===== src/verilog/cpcr_pkg.sv =====
// constants, types and lookup tables for the codec power and clock register bank
package cpcr_pkg;

  localparam int ADDR_W = 8;
  localparam int DATA_W = 16;
  localparam int NREG = 12;

  // register offsets, index order matches the tables below
  localparam logic [7:0] OFS_DAC_BIAS = 8'h08;
  localparam logic [7:0] OFS_ADC_OSR = 8'h0A;
  localparam logic [7:0] OFS_INPUT_AMP = 8'h0C;
  localparam logic [7:0] OFS_OUT_MIXER = 8'h0D;
  localparam logic [7:0] OFS_HEADPHONE = 8'h0E;
  localparam logic [7:0] OFS_LINE_OUT = 8'h0F;
  localparam logic [7:0] OFS_SPK_MIXER = 8'h10;
  localparam logic [7:0] OFS_SPK_OUT = 8'h11;
  localparam logic [7:0] OFS_CONVERTER = 8'h12;
  localparam logic [7:0] OFS_CLK_DIV = 8'h14;
  localparam logic [7:0] OFS_CLK_RATES = 8'h15;
  localparam logic [7:0] OFS_STATUS = 8'h1F;

  localparam logic [7:0] REG_OFS [NREG] = '{OFS_DAC_BIAS, OFS_ADC_OSR, OFS_INPUT_AMP,
    OFS_OUT_MIXER, OFS_HEADPHONE, OFS_LINE_OUT, OFS_SPK_MIXER, OFS_SPK_OUT,
    OFS_CONVERTER, OFS_CLK_DIV, OFS_CLK_RATES, OFS_STATUS};
  // writable bits of each register; status is read only
  localparam logic [15:0] REG_MASK [NREG] = '{16'h0006, 16'h0001, 16'h0003, 16'h0003,
    16'h0003, 16'h0003, 16'h0003, 16'h0003, 16'h000F, 16'h0001, 16'hBC00, 16'h0000};
  localparam logic [15:0] REG_RST [NREG] = '{16'h0000, 16'h0001, 16'h0000, 16'h0000,
    16'h0000, 16'h0000, 16'h0000, 16'h0000, 16'h0000, 16'h0000, 16'h0C00, 16'h0000};

  // register indices used by the field wiring
  localparam int IX_DAC_BIAS = 0;
  localparam int IX_ADC_OSR = 1;
  localparam int IX_CONVERTER = 8;
  localparam int IX_CLK_DIV = 9;
  localparam int IX_CLK_RATES = 10;
  localparam int IX_STATUS = 11;
  localparam int IX_PAIR_FIRST = 2;
  localparam int NPAIR = 6;

  // field positions
  localparam int BIAS_LSB = 1;
  localparam int OSR_BIT = 0;
  localparam int HALVE_BIT = 0;
  localparam int SRC_BIT = 15;
  localparam int RATE_LSB = 10;
  localparam int ST_RSVD_BIT = 11;
  localparam int ST_UNSUP_BIT = 12;
  localparam int ST_FAM_LSB = 13;

  // decoded values
  localparam int RATIO_W = 11;
  localparam logic [7:0] OSR_LOW = 8'h40;
  localparam logic [7:0] OSR_HIGH = 8'h80;
  localparam logic [6:0] BIAS_PCT [4] = '{7'h64, 7'h32, 7'h42, 7'h4B};
  localparam int NRATE = 10;
  localparam logic [10:0] RATIO_256 [NRATE] = '{11'h040, 11'h080, 11'h0C0, 11'h100,
    11'h180, 11'h200, 11'h300, 11'h400, 11'h580, 11'h600};
  localparam logic [10:0] RATIO_272 [NRATE] = '{11'h044, 11'h088, 11'h0CC, 11'h110,
    11'h198, 11'h220, 11'h330, 11'h440, 11'h5D8, 11'h660};
  localparam logic [10:0] RATIO_250 [NRATE] = '{11'h07D, 11'h07D, 11'h0FA, 11'h0FA,
    11'h177, 11'h1F4, 11'h2EE, 11'h3E8, 11'h3E8, 11'h5DC};

  typedef enum logic [1:0] {
    CPCR_FAM_256 = 2'b00,
    CPCR_FAM_272 = 2'b01,
    CPCR_FAM_250 = 2'b10,
    CPCR_FAM_RSVD = 2'b11
  } cpcr_family_t;

  typedef struct packed {
    logic [7:0] addr;
    logic [15:0] wdata;
    logic wr;
    logic rd;
  } cpcr_bus_req_t;

  typedef struct packed {
    logic [1:0] inputAmp;
    logic [1:0] outMixer;
    logic [1:0] headphone;
    logic [1:0] lineOut;
    logic [1:0] spkMixer;
    logic [1:0] spkOut;
    logic [1:0] dac;
    logic [1:0] adc;
  } cpcr_power_t;

endpackage


===== src/verilog/cpcr_regs.sv =====
// codec power and clock control register bank with decoded outputs
// How it works
// - oversample bit 0 gives 64x, 1 gives 128x
// - source select and master clock halving bits
// - 256 family ratio codes 0-9, rest reserved
// - 272 family ratio codes 0-9, rest reserved
// - 250 family ratio codes 0-9, rest reserved
// - ratio field bits 13:10, resets to 0011
// - dac buffer bias codes 1, 0.5, 0.66, 0.75
// - input amp enables bits 1 and 0
// - output mixer enables bits 1 and 0
// - headphone enables bits 1 and 0
// - line output enables bits 1 and 0
// - speaker mixer enables bits 1 and 0
// - speaker output enables bits 1 and 0
//
// Added by the designer: strobed register access.
`timescale 1ns/1ps
module cpcr_regs #(
  parameter int RATIO_W = 11
) (
  input wire logic clk,
  input wire logic rst,
  input cpcr_pkg::cpcr_bus_req_t busReq,
  output logic [15:0] rdata,
  input cpcr_pkg::cpcr_family_t sysclkFamilySelect,
  output cpcr_pkg::cpcr_power_t powerOn,
  output logic [1:0] dacRefBufferBias,
  output logic [6:0] dacBiasPercent,
  output logic adcHighPerfOversample,
  output logic [7:0] adcOversampleRatio,
  output logic sysclkSourceSelect,
  output logic masterClockHalve,
  output logic [3:0] sysclkFsRatio,
  output logic [RATIO_W-1:0] sysclkRatioValue,
  output logic sysclkRatioReserved,
  output logic oversampleUnsupported
);

  // refuse a ratio port too narrow for the largest table entry
  if (RATIO_W < cpcr_pkg::RATIO_W) begin : g_bad_width
    $error("ratio width too small for largest ratio");
  end

  // ---------------------------------------------------------------
  // register storage

  // view of every register as it reads back
  logic [15:0] regQ [cpcr_pkg::NREG];

  // address hit per register
  logic [cpcr_pkg::NREG-1:0] hit;

  // read data accumulated along the register chain
  logic [15:0] rdChain [cpcr_pkg::NREG+1];

  // status word built from decoded state
  logic [15:0] statusWord;

  assign rdChain[0] = 16'h0000;

  genvar gi;
  generate
    for (gi = 0; gi < cpcr_pkg::NREG; gi++) begin : g_reg
      // decode of this register's offset
      assign hit[gi] = (busReq.addr == cpcr_pkg::REG_OFS[gi]);

      if (gi == cpcr_pkg::IX_STATUS) begin : g_ro
        // status is read only; writes are dropped
        assign regQ[gi] = statusWord;
      end else begin : g_rw
        logic [15:0] q;
        wire doWrite = busReq.wr && hit[gi];
        // only the listed bits can be written
        wire [15:0] next_q = busReq.wdata & cpcr_pkg::REG_MASK[gi];

        // hold until rewritten or reset
        always_ff @(posedge clk) begin
          if (rst) begin
            q <= cpcr_pkg::REG_RST[gi];
          end else if (doWrite) begin
            q <= next_q;
          end
        end

        assign regQ[gi] = q;
      end

      // unselected registers contribute zero to the read value
      assign rdChain[gi+1] = rdChain[gi] | (hit[gi] ? regQ[gi] : 16'h0000);
    end
  endgenerate

  // ---------------------------------------------------------------
  // read port

  // read value, zero for unmapped addresses
  wire [15:0] rdValue = rdChain[cpcr_pkg::NREG];

  // data appear the cycle after the strobe and only then
  wire [15:0] next_rdata = busReq.rd ? rdValue : 16'h0000;

  always_ff @(posedge clk) begin
    if (rst) begin
      rdata <= 16'h0000;
    end else begin
      rdata <= next_rdata;
    end
  end

  // ---------------------------------------------------------------
  // field extraction

  // dac buffer bias field
  wire [1:0] biasField = regQ[cpcr_pkg::IX_DAC_BIAS][cpcr_pkg::BIAS_LSB +: 2];

  // adc oversampling bit
  wire osrField = regQ[cpcr_pkg::IX_ADC_OSR][cpcr_pkg::OSR_BIT];

  // clock source and halving bits
  wire halveField = regQ[cpcr_pkg::IX_CLK_DIV][cpcr_pkg::HALVE_BIT];
  wire srcField = regQ[cpcr_pkg::IX_CLK_RATES][cpcr_pkg::SRC_BIT];

  // ratio code field
  wire [3:0] rateField = regQ[cpcr_pkg::IX_CLK_RATES][cpcr_pkg::RATE_LSB +: 4];

  // converter power field
  wire [3:0] convField = regQ[cpcr_pkg::IX_CONVERTER][3:0];

  // left/right enable pairs, left at bit 1 and right at bit 0
  wire [1:0] pairField [cpcr_pkg::NPAIR];

  generate
    for (gi = 0; gi < cpcr_pkg::NPAIR; gi++) begin : g_pair
      assign pairField[gi] = regQ[cpcr_pkg::IX_PAIR_FIRST + gi][1:0];
    end
  endgenerate

  // ---------------------------------------------------------------
  // decoded values

  // oversampling ratio for the adc
  wire [7:0] osrValue = osrField ? cpcr_pkg::OSR_HIGH : cpcr_pkg::OSR_LOW;

  // bias as a percentage of normal
  wire [6:0] biasValue = cpcr_pkg::BIAS_PCT[biasField];

  // low-power oversampling is not usable with 250 family clocks
  wire next_unsupported = !osrField && (sysclkFamilySelect == cpcr_pkg::CPCR_FAM_250);

  // ratio lookup for the current family and code
  logic [RATIO_W-1:0] ratioLookup;
  logic ratioRsvdLookup;

  cpcr_ratio_decode #(
    .RATIO_W(RATIO_W)
  ) u_ratio (
    .family(sysclkFamilySelect),
    .code(rateField),
    .ratio(ratioLookup),
    .reserved(ratioRsvdLookup)
  );

  // status word: ratio, reserved flag, unsupported flag, family
  always_comb begin
    statusWord = 16'h0000;
    statusWord[cpcr_pkg::RATIO_W-1:0] = sysclkRatioValue[cpcr_pkg::RATIO_W-1:0];
    statusWord[cpcr_pkg::ST_RSVD_BIT] = sysclkRatioReserved;
    statusWord[cpcr_pkg::ST_UNSUP_BIT] = oversampleUnsupported;
    statusWord[cpcr_pkg::ST_FAM_LSB +: 2] = sysclkFamilySelect;
  end

  // ---------------------------------------------------------------
  // power enable outputs

  // analog enables follow the register bits one cycle later
  always_ff @(posedge clk) begin
    if (rst) begin
      powerOn <= '0;
    end else begin
      powerOn.inputAmp <= pairField[0];
      powerOn.outMixer <= pairField[1];
      powerOn.headphone <= pairField[2];
      powerOn.lineOut <= pairField[3];
      powerOn.spkMixer <= pairField[4];
      powerOn.spkOut <= pairField[5];
      powerOn.dac <= convField[3:2];
      powerOn.adc <= convField[1:0];
    end
  end

  // ---------------------------------------------------------------
  // dac bias outputs

  // raw code and its decoded strength
  always_ff @(posedge clk) begin
    if (rst) begin
      dacRefBufferBias <= 2'b00;
      dacBiasPercent <= cpcr_pkg::BIAS_PCT[0];
    end else begin
      dacRefBufferBias <= biasField;
      dacBiasPercent <= biasValue;
    end
  end

  // ---------------------------------------------------------------
  // adc oversampling outputs

  // mode bit, ratio and the unsupported-combination warning
  always_ff @(posedge clk) begin
    if (rst) begin
      adcHighPerfOversample <= 1'b1;
      adcOversampleRatio <= cpcr_pkg::OSR_HIGH;
      oversampleUnsupported <= 1'b0;
    end else begin
      adcHighPerfOversample <= osrField;
      adcOversampleRatio <= osrValue;
      oversampleUnsupported <= next_unsupported;
    end
  end

  // ---------------------------------------------------------------
  // system clock control outputs

  // source select and master clock halving go to the clock tree
  always_ff @(posedge clk) begin
    if (rst) begin
      sysclkSourceSelect <= 1'b0;
      masterClockHalve <= 1'b0;
    end else begin
      sysclkSourceSelect <= srcField;
      masterClockHalve <= halveField;
    end
  end

  // ---------------------------------------------------------------
  // ratio outputs

  // code, decoded ratio and reserved flag for the clock generator
  always_ff @(posedge clk) begin
    if (rst) begin
      sysclkFsRatio <= 4'h3;
      sysclkRatioValue <= '0;
      sysclkRatioReserved <= 1'b0;
    end else begin
      sysclkFsRatio <= rateField;
      sysclkRatioValue <= ratioLookup;
      sysclkRatioReserved <= ratioRsvdLookup;
    end
  end

endmodule // cpcr_regs


===== src/verilog/cpcr_ratio_decode.sv =====
// clock-to-sample-rate ratio lookup for the selected clock family
`timescale 1ns/1ps
module cpcr_ratio_decode #(
  parameter int RATIO_W = 11
) (
  input cpcr_pkg::cpcr_family_t family,
  input wire logic [3:0] code,
  output logic [RATIO_W-1:0] ratio,
  output logic reserved
);

  // refuse a ratio port too narrow for the largest table entry
  if (RATIO_W < cpcr_pkg::RATIO_W) begin : g_bad_width
    $error("ratio width too small for largest ratio");
  end

  // codes at or beyond the table end are reserved in every family
  wire codeInRange = (code < 4'(cpcr_pkg::NRATE));
  wire [3:0] ix = codeInRange ? code : 4'h0;

  // pick the ratio from the family table
  always_comb begin
    ratio = '0;
    reserved = !codeInRange;
    unique case (family)
      cpcr_pkg::CPCR_FAM_256: ratio = RATIO_W'(cpcr_pkg::RATIO_256[ix]);
      cpcr_pkg::CPCR_FAM_272: ratio = RATIO_W'(cpcr_pkg::RATIO_272[ix]);
      cpcr_pkg::CPCR_FAM_250: ratio = RATIO_W'(cpcr_pkg::RATIO_250[ix]);
      cpcr_pkg::CPCR_FAM_RSVD: reserved = 1'b1;
    endcase
    if (reserved) begin
      ratio = '0;
    end
  end

endmodule // cpcr_ratio_decode


===== config.mk =====
export PLATFORM = sky130hd
export DESIGN_NAME = cpcr_regs
export DESIGN_NICKNAME = d
export VERILOG_FILES = /design/src/verilog/cpcr_pkg.sv /design/src/verilog/cpcr_regs.sv /design/src/verilog/cpcr_ratio_decode.sv
export SDC_FILE = /design/constraint.sdc
export NUM_CORES = 1
export LEC_CHECK = 0
export ABC_AREA = 0
export BUFFER_PORTS_ARGS = -buffer_cell sky130_fd_sc_hd__buf_4
export CORE_ASPECT_RATIO = 1.4
export CORE_MARGIN = 2
export CORE_UTILIZATION = 55
export DETAILED_ROUTE_END_ITERATION = 16
export GPL_TIMING_DRIVEN = 0
export HOLD_SLACK_MARGIN = 0.02
export PLACE_DENSITY = 0.84
export SLEW_MARGIN = 25
export SYNTH_ARGS = -nofsm -noshare
export SYNTH_HDL_FRONTEND = slang
export SYNTH_SLANG_ARGS = --single-unit

===== constraint.sdc =====
create_clock -name clk -period 3.1 [get_ports clk]
set_input_delay 0.93 -clock clk [delete_from_list [all_inputs] [get_ports clk]]
set_output_delay 0.93 -clock clk [all_outputs]
set_load 0.03 [all_outputs]

* Word level (Yosys, flattened, before mapping)
Memory sizes are Yosys's and may differ from the RTL's.
Cells that the tools add are included.
W data, S select, Z words.
** Word-level totals
- Word-level logic and storage cells :: 107
- Memories kept :: 3
- Register bits after elaboration :: 94
- Bits of input ports :: 30
- Memory bits (read-only) :: 528
** Memory list
- (name not given) :: words 16, bits a word 11, rd ports 1, clocked after Yosys merged registers in 0, wr ports 0, RTL line cpcr_ratio_decode.sv:27 : cpcr_pkg::CPCR_FAM_272: ratio = RATIO_W'(cpcr_pkg::RATIO_272[ix]);
- (name not given) :: words 16, bits a word 11, rd ports 1, clocked after Yosys merged registers in 0, wr ports 0, RTL line cpcr_ratio_decode.sv:26 : cpcr_pkg::CPCR_FAM_256: ratio = RATIO_W'(cpcr_pkg::RATIO_256[ix]);
- (name not given) :: words 16, bits a word 11, rd ports 1, clocked after Yosys merged registers in 0, wr ports 0, RTL line cpcr_ratio_decode.sv:28 : cpcr_pkg::CPCR_FAM_250: ratio = RATIO_W'(cpcr_pkg::RATIO_250[ix]);
** Operators by class
- Muxes and demuxes :: 25
- Eq/ne operators :: 15
- Bitwise logic cells :: 14
- Reduce and logical (&&, ||, !) cells :: 17
- Order comparisons :: 3
** Operators by type and width (count)
- $mux W11 :: 6
- $eq A8 B4 Y1 const B :: 6
- $eq A8 B5 Y1 const B :: 6
- $pmux W11 S3 :: 1
- $or A3 B2 Y3 :: 6
- $mux W16 :: 1
- $or A16 B15 Y16 :: 1
- $or A4 B16 Y16 :: 1
- $mux W15 :: 1
- $bmux W7 S2 :: 1
- $mux W7 :: 2
- $logic_and A1 B1 Y1 :: 12
- $mux W2 :: 6
- $mux W4 :: 2
- $mux W8 :: 1
- $ge A5 B5 Y1 const B :: 1
- $not A4 Y5 :: 1
- $eq A2 B2 Y1 const B :: 2
- $lt A4 B4 Y1 const B :: 1
- $or A3 B4 Y4 :: 1
- $or A4 B1 Y4 :: 1
- $reduce_or A2 Y1 :: 2
- $ge A3 B3 Y1 const B :: 1
- $mux W1 :: 3
- other kinds (7) :: 8

* Depth between registers and ports, before layout
- Word-level depth :: 13
- Depth in mapped cells :: 9
- Depth with buffers taken out :: 8

* By module
From an unflattened synthesis, not the netlist that was laid out.
** Unflattened totals
- Cells, all modules :: 351
- Area, all modules :: 3417.0 sq um
** Modules (own cells, without submodules)
- cpcr_regs :: instances 1, area each 2992.9 sq um, sequential area each 1721.7 sq um, cells each 287
- cpcr_ratio_decode :: instances 1, area each 424.2 sq um, sequential area each 0.0 sq um, cells each 64

* Least setup slack after synthesis
OpenSTA, ideal clock, no wires.
- Path kind :: input -> register
- Start point :: input busReq[23] (netlist name)
- End point :: register g_reg[10].g_rw.q[11]
- Buffers on the path :: 0
- Setup slack :: 0.941 ns
- Stages on the path :: 4
- Arrival :: 2.037 ns
- Required time :: 2.978 ns
- Cells stage by stage :: or3_4 nor4_4 mux2i_1 nand2_1
** On the way
- Longest elaborated chain between the ends :: 2
** RTL lines
- start: declaration :: RTL line cpcr_regs.sv:24 : input cpcr_pkg::cpcr_bus_req_t busReq,
- $eq A8 B5 Y1 :: RTL line cpcr_regs.sv:66 : assign hit[gi] = (busReq.addr == cpcr_pkg::REG_OFS[gi]);
- $logic_and A1 B1 Y1 :: RTL line cpcr_regs.sv:73 : wire doWrite = busReq.wr && hit[gi];
- end signal: assignment :: RTL line cpcr_regs.sv:80 : q <= cpcr_pkg::REG_RST[gi];
- end signal: assignment :: RTL line cpcr_regs.sv:82 : q <= next_q;
- end: declaration :: RTL line cpcr_regs.sv:72 : logic [15:0] q;
Every way passes these cells.
A chain may end at the register's enable or synchronous reset.

* Worst setup path after layout
- Start point :: register g_reg[10].g_rw.q[13]
- End point :: register sysclkRatioValue[6]
** On the way
- Longest elaborated chain between the ends :: 7
- Elaborated cells on any way between the ends :: 16
- Classes of those cells :: order compare: 1; mux: 9; bitwise: 1; reduce/logical: 2; memory: 3
** RTL lines
- $lt A4 B4 Y1 :: RTL line cpcr_ratio_decode.sv:18 : wire codeInRange = (code < 4'(cpcr_pkg::NRATE));
- $mux W4 :: RTL line cpcr_ratio_decode.sv:19 : wire [3:0] ix = codeInRange ? code : 4'h0;
- $not A4 Y5 (implied by the code) :: RTL line cpcr_ratio_decode.sv:26, cpcr_ratio_decode.sv:27, cpcr_ratio_decode.sv:28
- $mem_v2 Z16 W11 (on tied branches)
- $mux W11 (on tied branches) (2 in series) :: RTL line cpcr_ratio_decode.sv:28, cpcr_ratio_decode.sv:26, cpcr_ratio_decode.sv:27
- $pmux W11 S3 :: RTL line cpcr_ratio_decode.sv:25 : unique case (family)
- end signal: assignment :: RTL line cpcr_regs.sv:247 : sysclkRatioValue <= ratioLookup;
- end: declaration :: RTL line cpcr_regs.sv:35 : output logic [RATIO_W-1:0] sysclkRatioValue,
Several ways; a longest one is shown, not always the timed one. The select of a mux whose other input is x is not followed.

==> results by group <==
STA
  – WHS: 464 ps
  – Tcrit/Tclk final: 76.6%
  – Unrepaired setup endpoints after global routing: false
  – Final setup margin: 726 ps
  – Final Hold Viols: 0
  – Final worst path period need: 2370 ps
  – Setup TNS: 0 ps
  – Final setup vio count: 0
  – Least-Margin Pin Slew: 768 ps
  – Final Skew: 5.50 ps
  – Max-slew violations: 0
  – Peak Freq: 421 MHz
  – Slew margin rel.: 48.4%

Setup path
  – Crit Path Category: register to register
  – Critical Path RT: 3340 ps
  – Critical path launch point type: register
  – Reg2reg end: sysclkRatioValue[6]
  – R2R setup slack: 730 ps
  – Largest fanout on the critical path: 10
  – Worst EP arrival: 2620 ps
  – R2r startpoint: g_reg[10].g_rw.q[13]
  – Reg2Reg Depth: 9
  – CP endpoint kind: register

Floorplan
  – Core Area: 0.00586 sq mm
  – Row count: 33
  – Die width: 69.8 um
  – I/O pins: 99
  – Die height: 96.1 um
  – Die area: 0.00671 sq mm
  – Initial Utilization: 56.9%

Placed design
  – I/O Buffers: 82
  – HPWL after detailed placement: 6.19 mm
  – GP Congestion: 0.975
  – Placed cell count: 496
  – Setup slack at placement: 574 ps

Synthesis
  – Async set-reset flop share out of synthesis: 0%
  – Top-area cell type share of the netlist area: 51.6%
  – Syn Inst Count: 339
  – Avg Cell Area, Syn: 9.84 sq um
  – Commonest cells in the synthesized netlist: 86 x dfxtp_1, 33 x nor2_1, 28 x mux2i_1
  – Synth Register Bits: 86
  – Synth unique cells: 45
  – Seq/Total Area, Yosys: 51.6%
  – Yosys warns: 0
  – Yosys top cell by area: dfxtp_1
  – Ys flop type: dfxtp_1
  – Mapped Area: 0.00333 sq mm
  – Most common cell in the netlist: dfxtp_1
  – Dominant cells by area after synthesis: dfxtp_1 52%, mux2i_1 8.4%, nor2b_1 4.7%, nor2_1 3.7%, buf_4 1.8%
  – Post-synth EDFFs: 0

Power
  – Clock power frac: 41.3%
  – Comb pwr share: 6.2%
  – Max IR drop VDD: 0.265 mV
  – Switching power: 505 uW
  – Tot Pwr: 2.12 mW
  – LEAKAGE: 1.90 nW
  – Sw frac: 23.9%
  – Reg power frac: 52.5%
  – Int Pwr: 1.61 mW
  – PwrDens: 495 mW/mm^2

Clock network
  – Clock Sinks: 86
  – CTS clock-pin slew for the worst setup and hold paths: 90 ps
  – Max clock buf depth: 2
  – Hold_buf cts: 0
  – Setup Buffers After CTS: 0
  – Num CTS Buffers: 9
  – Quantity of gates resized following cts: 0
  – Clk Latency, worst-skew pair: 360 ps
  – H-Tree Depth: 3
  – CTS tree: done
  – Root buf cell: clkbuf_8

Global routing
  – Gr usage total: 25.3%
  – First-pass GRT wire length: 13.1 mm
  – Vias in the first global route: 2718
  – Largest net degree at the start of global routing: 16
  – GR Overflow Total: 0
  – Initial antenna violation count: 0

Job
  – Max cap viols: 0

Route
  – Drc violations: 0
  – WL/cell: 16.5 um
  – Vias per cell: 5.47
  – Starting DRT DRC Count: 223
  – Via count: 2797
  – Post-route antenna net violation count: 0
  – DR pass1 iterations: 5
  – Total wire length: 8.44 mm

Worst hold path
  – Worst Hold Endpoint: rdata[2]
  – Worst min-delay path category: register to register
  – Hold depth: 1
  – Beginning of the worst hold path: sysclkRatioValue[2]

Status
  – Status: finished clean

Layout
  – Fraction of layout cells with a size suffix above 1: 27.9%
  – Fin cells: 511
  – Net count, final: 471
  – Antenna cell count: 0
  – Syn-to-layout area delta: 28.2%
flip-flops by register name, summed over array words and instances (netlist names):
name                   flops
sysclkSourceSelect         1
masterClockHalve           1
sysclkRatioReserved        1
sysclkRatioValue          11
oversampleUnsupported      1
powerOn                   16
rdata                     16
g.g_rw.q                  25
adcOversampleRatio         2
sysclkFsRatio              4
dacRefBufferBias           2
dacBiasPercent             6
kinds of logic after synthesis:
| family | Yosys count | share of synthesized area, % |
|---|---|---|
| adder cells (fa/ha/maj) | 4 | 1.50 |
| AO/OA/AOI/OAI | 42 | 8.48 |
| other | 1 | 0.112 |
| buffers and inverters | 39 | 5.52 |
| flip-flops | 86 | 51.6 |
| AND/OR/NAND/NOR | 137 | 23.7 |
| multiplexers | 30 | 9.08 |
per-layer routing:
metal | track usage [%] | vias to the layer above | part of all wire [%]
li1 | - | 1342 | -
met1 | 27.9 | 1287 | 38
met2 | 45.8 | 137 | 51
met3 | 6.07 | 31 | 7.6
met4 | 12.5 | 0 | 3.2
met5 | 0 | - | 0
critical path, cell delays in order, from the launching register on:
cell	delay, ps
dfxtp_1	450
clkbuf_1	380
o21ai_0	340
nand2_1	220
inv_1	80
ha_1	210
and3b_1	180
o21ai_0	160
a31o_2	170
a21oi_1	60
power groups by stage:
stage	Clock, mW	Sequential (mW)	Combinational (mW)
detailed placement	0	1.14	0.128
finish	0.875	1.11	0.131
global placement	0	1.14	0.127
floorplan	0	1.15	0.0679
CTS	0.872	1.11	0.129
global route	0.918	1.11	0.140
per-stage QoR:
step	instance area, sq um	util (%)
3_3_place_gp	4060	69.2
6_report	4280	72.9
4_1_cts	4280	72.9
5_1_grt	4280	72.9
2_1_floorplan	3350	-
3_5_place_dp	4060	69.2
final cells by class:
| type | count | area, sq um |
|---|---|---|
| Sequential cell | 86 | 1720 |
| Clock inverter | 6 | 95.1 |
| Multi-Input combinational cell | 219 | 1450 |
| Fill cell | 456 | 1590 |
| Clock buffer | 9 | 124 |
| Buffer | 27 | 139 |
| Timing Repair Buffer | 82 | 616 |
| Inverter | 12 | 45.0 |
| Tap cell | 70 | 87.6 |
worst max-delay path by stage:
stage                               startpoint                    to  slack (ps)
after global placement              busReq[23]             rdata[11]         580
after global routing      g_reg[10].g_rw.q[13]   sysclkRatioValue[6]         470
after floorplan                     busReq[23]  g_reg[10].g_rw.q[11]         940
final                     g_reg[10].g_rw.q[13]   sysclkRatioValue[6]         730
after detailed placement            busReq[23]             rdata[11]         570
after CTS                 g_reg[10].g_rw.q[13]   sysclkRatioValue[7]         750
placed cells by master (no fill, tap or decap), types with 3 or more instances in the layout:
master and instances:
nor2_1 33, nand3_1 11, nor2b_1 25, o21ai_0 9, or2_2 3, ha_1 4
a21oi_1 10, dfxtp_1 86, a22oi_1 3, nor4_1 4, a31oi_1 3, inv_1 12
conb_1 6, and2_1 9, a22o_1 4, nand4_1 6, nand2b_1 8, buf_4 90
nor3_1 3, nand2_1 14, buf_2 6, mux2i_1 28, clkbuf_8 9, clkbuf_1 12
or3_1 3, nand3b_1 5
Note: power is estimated with default switching activity, not from simulation.
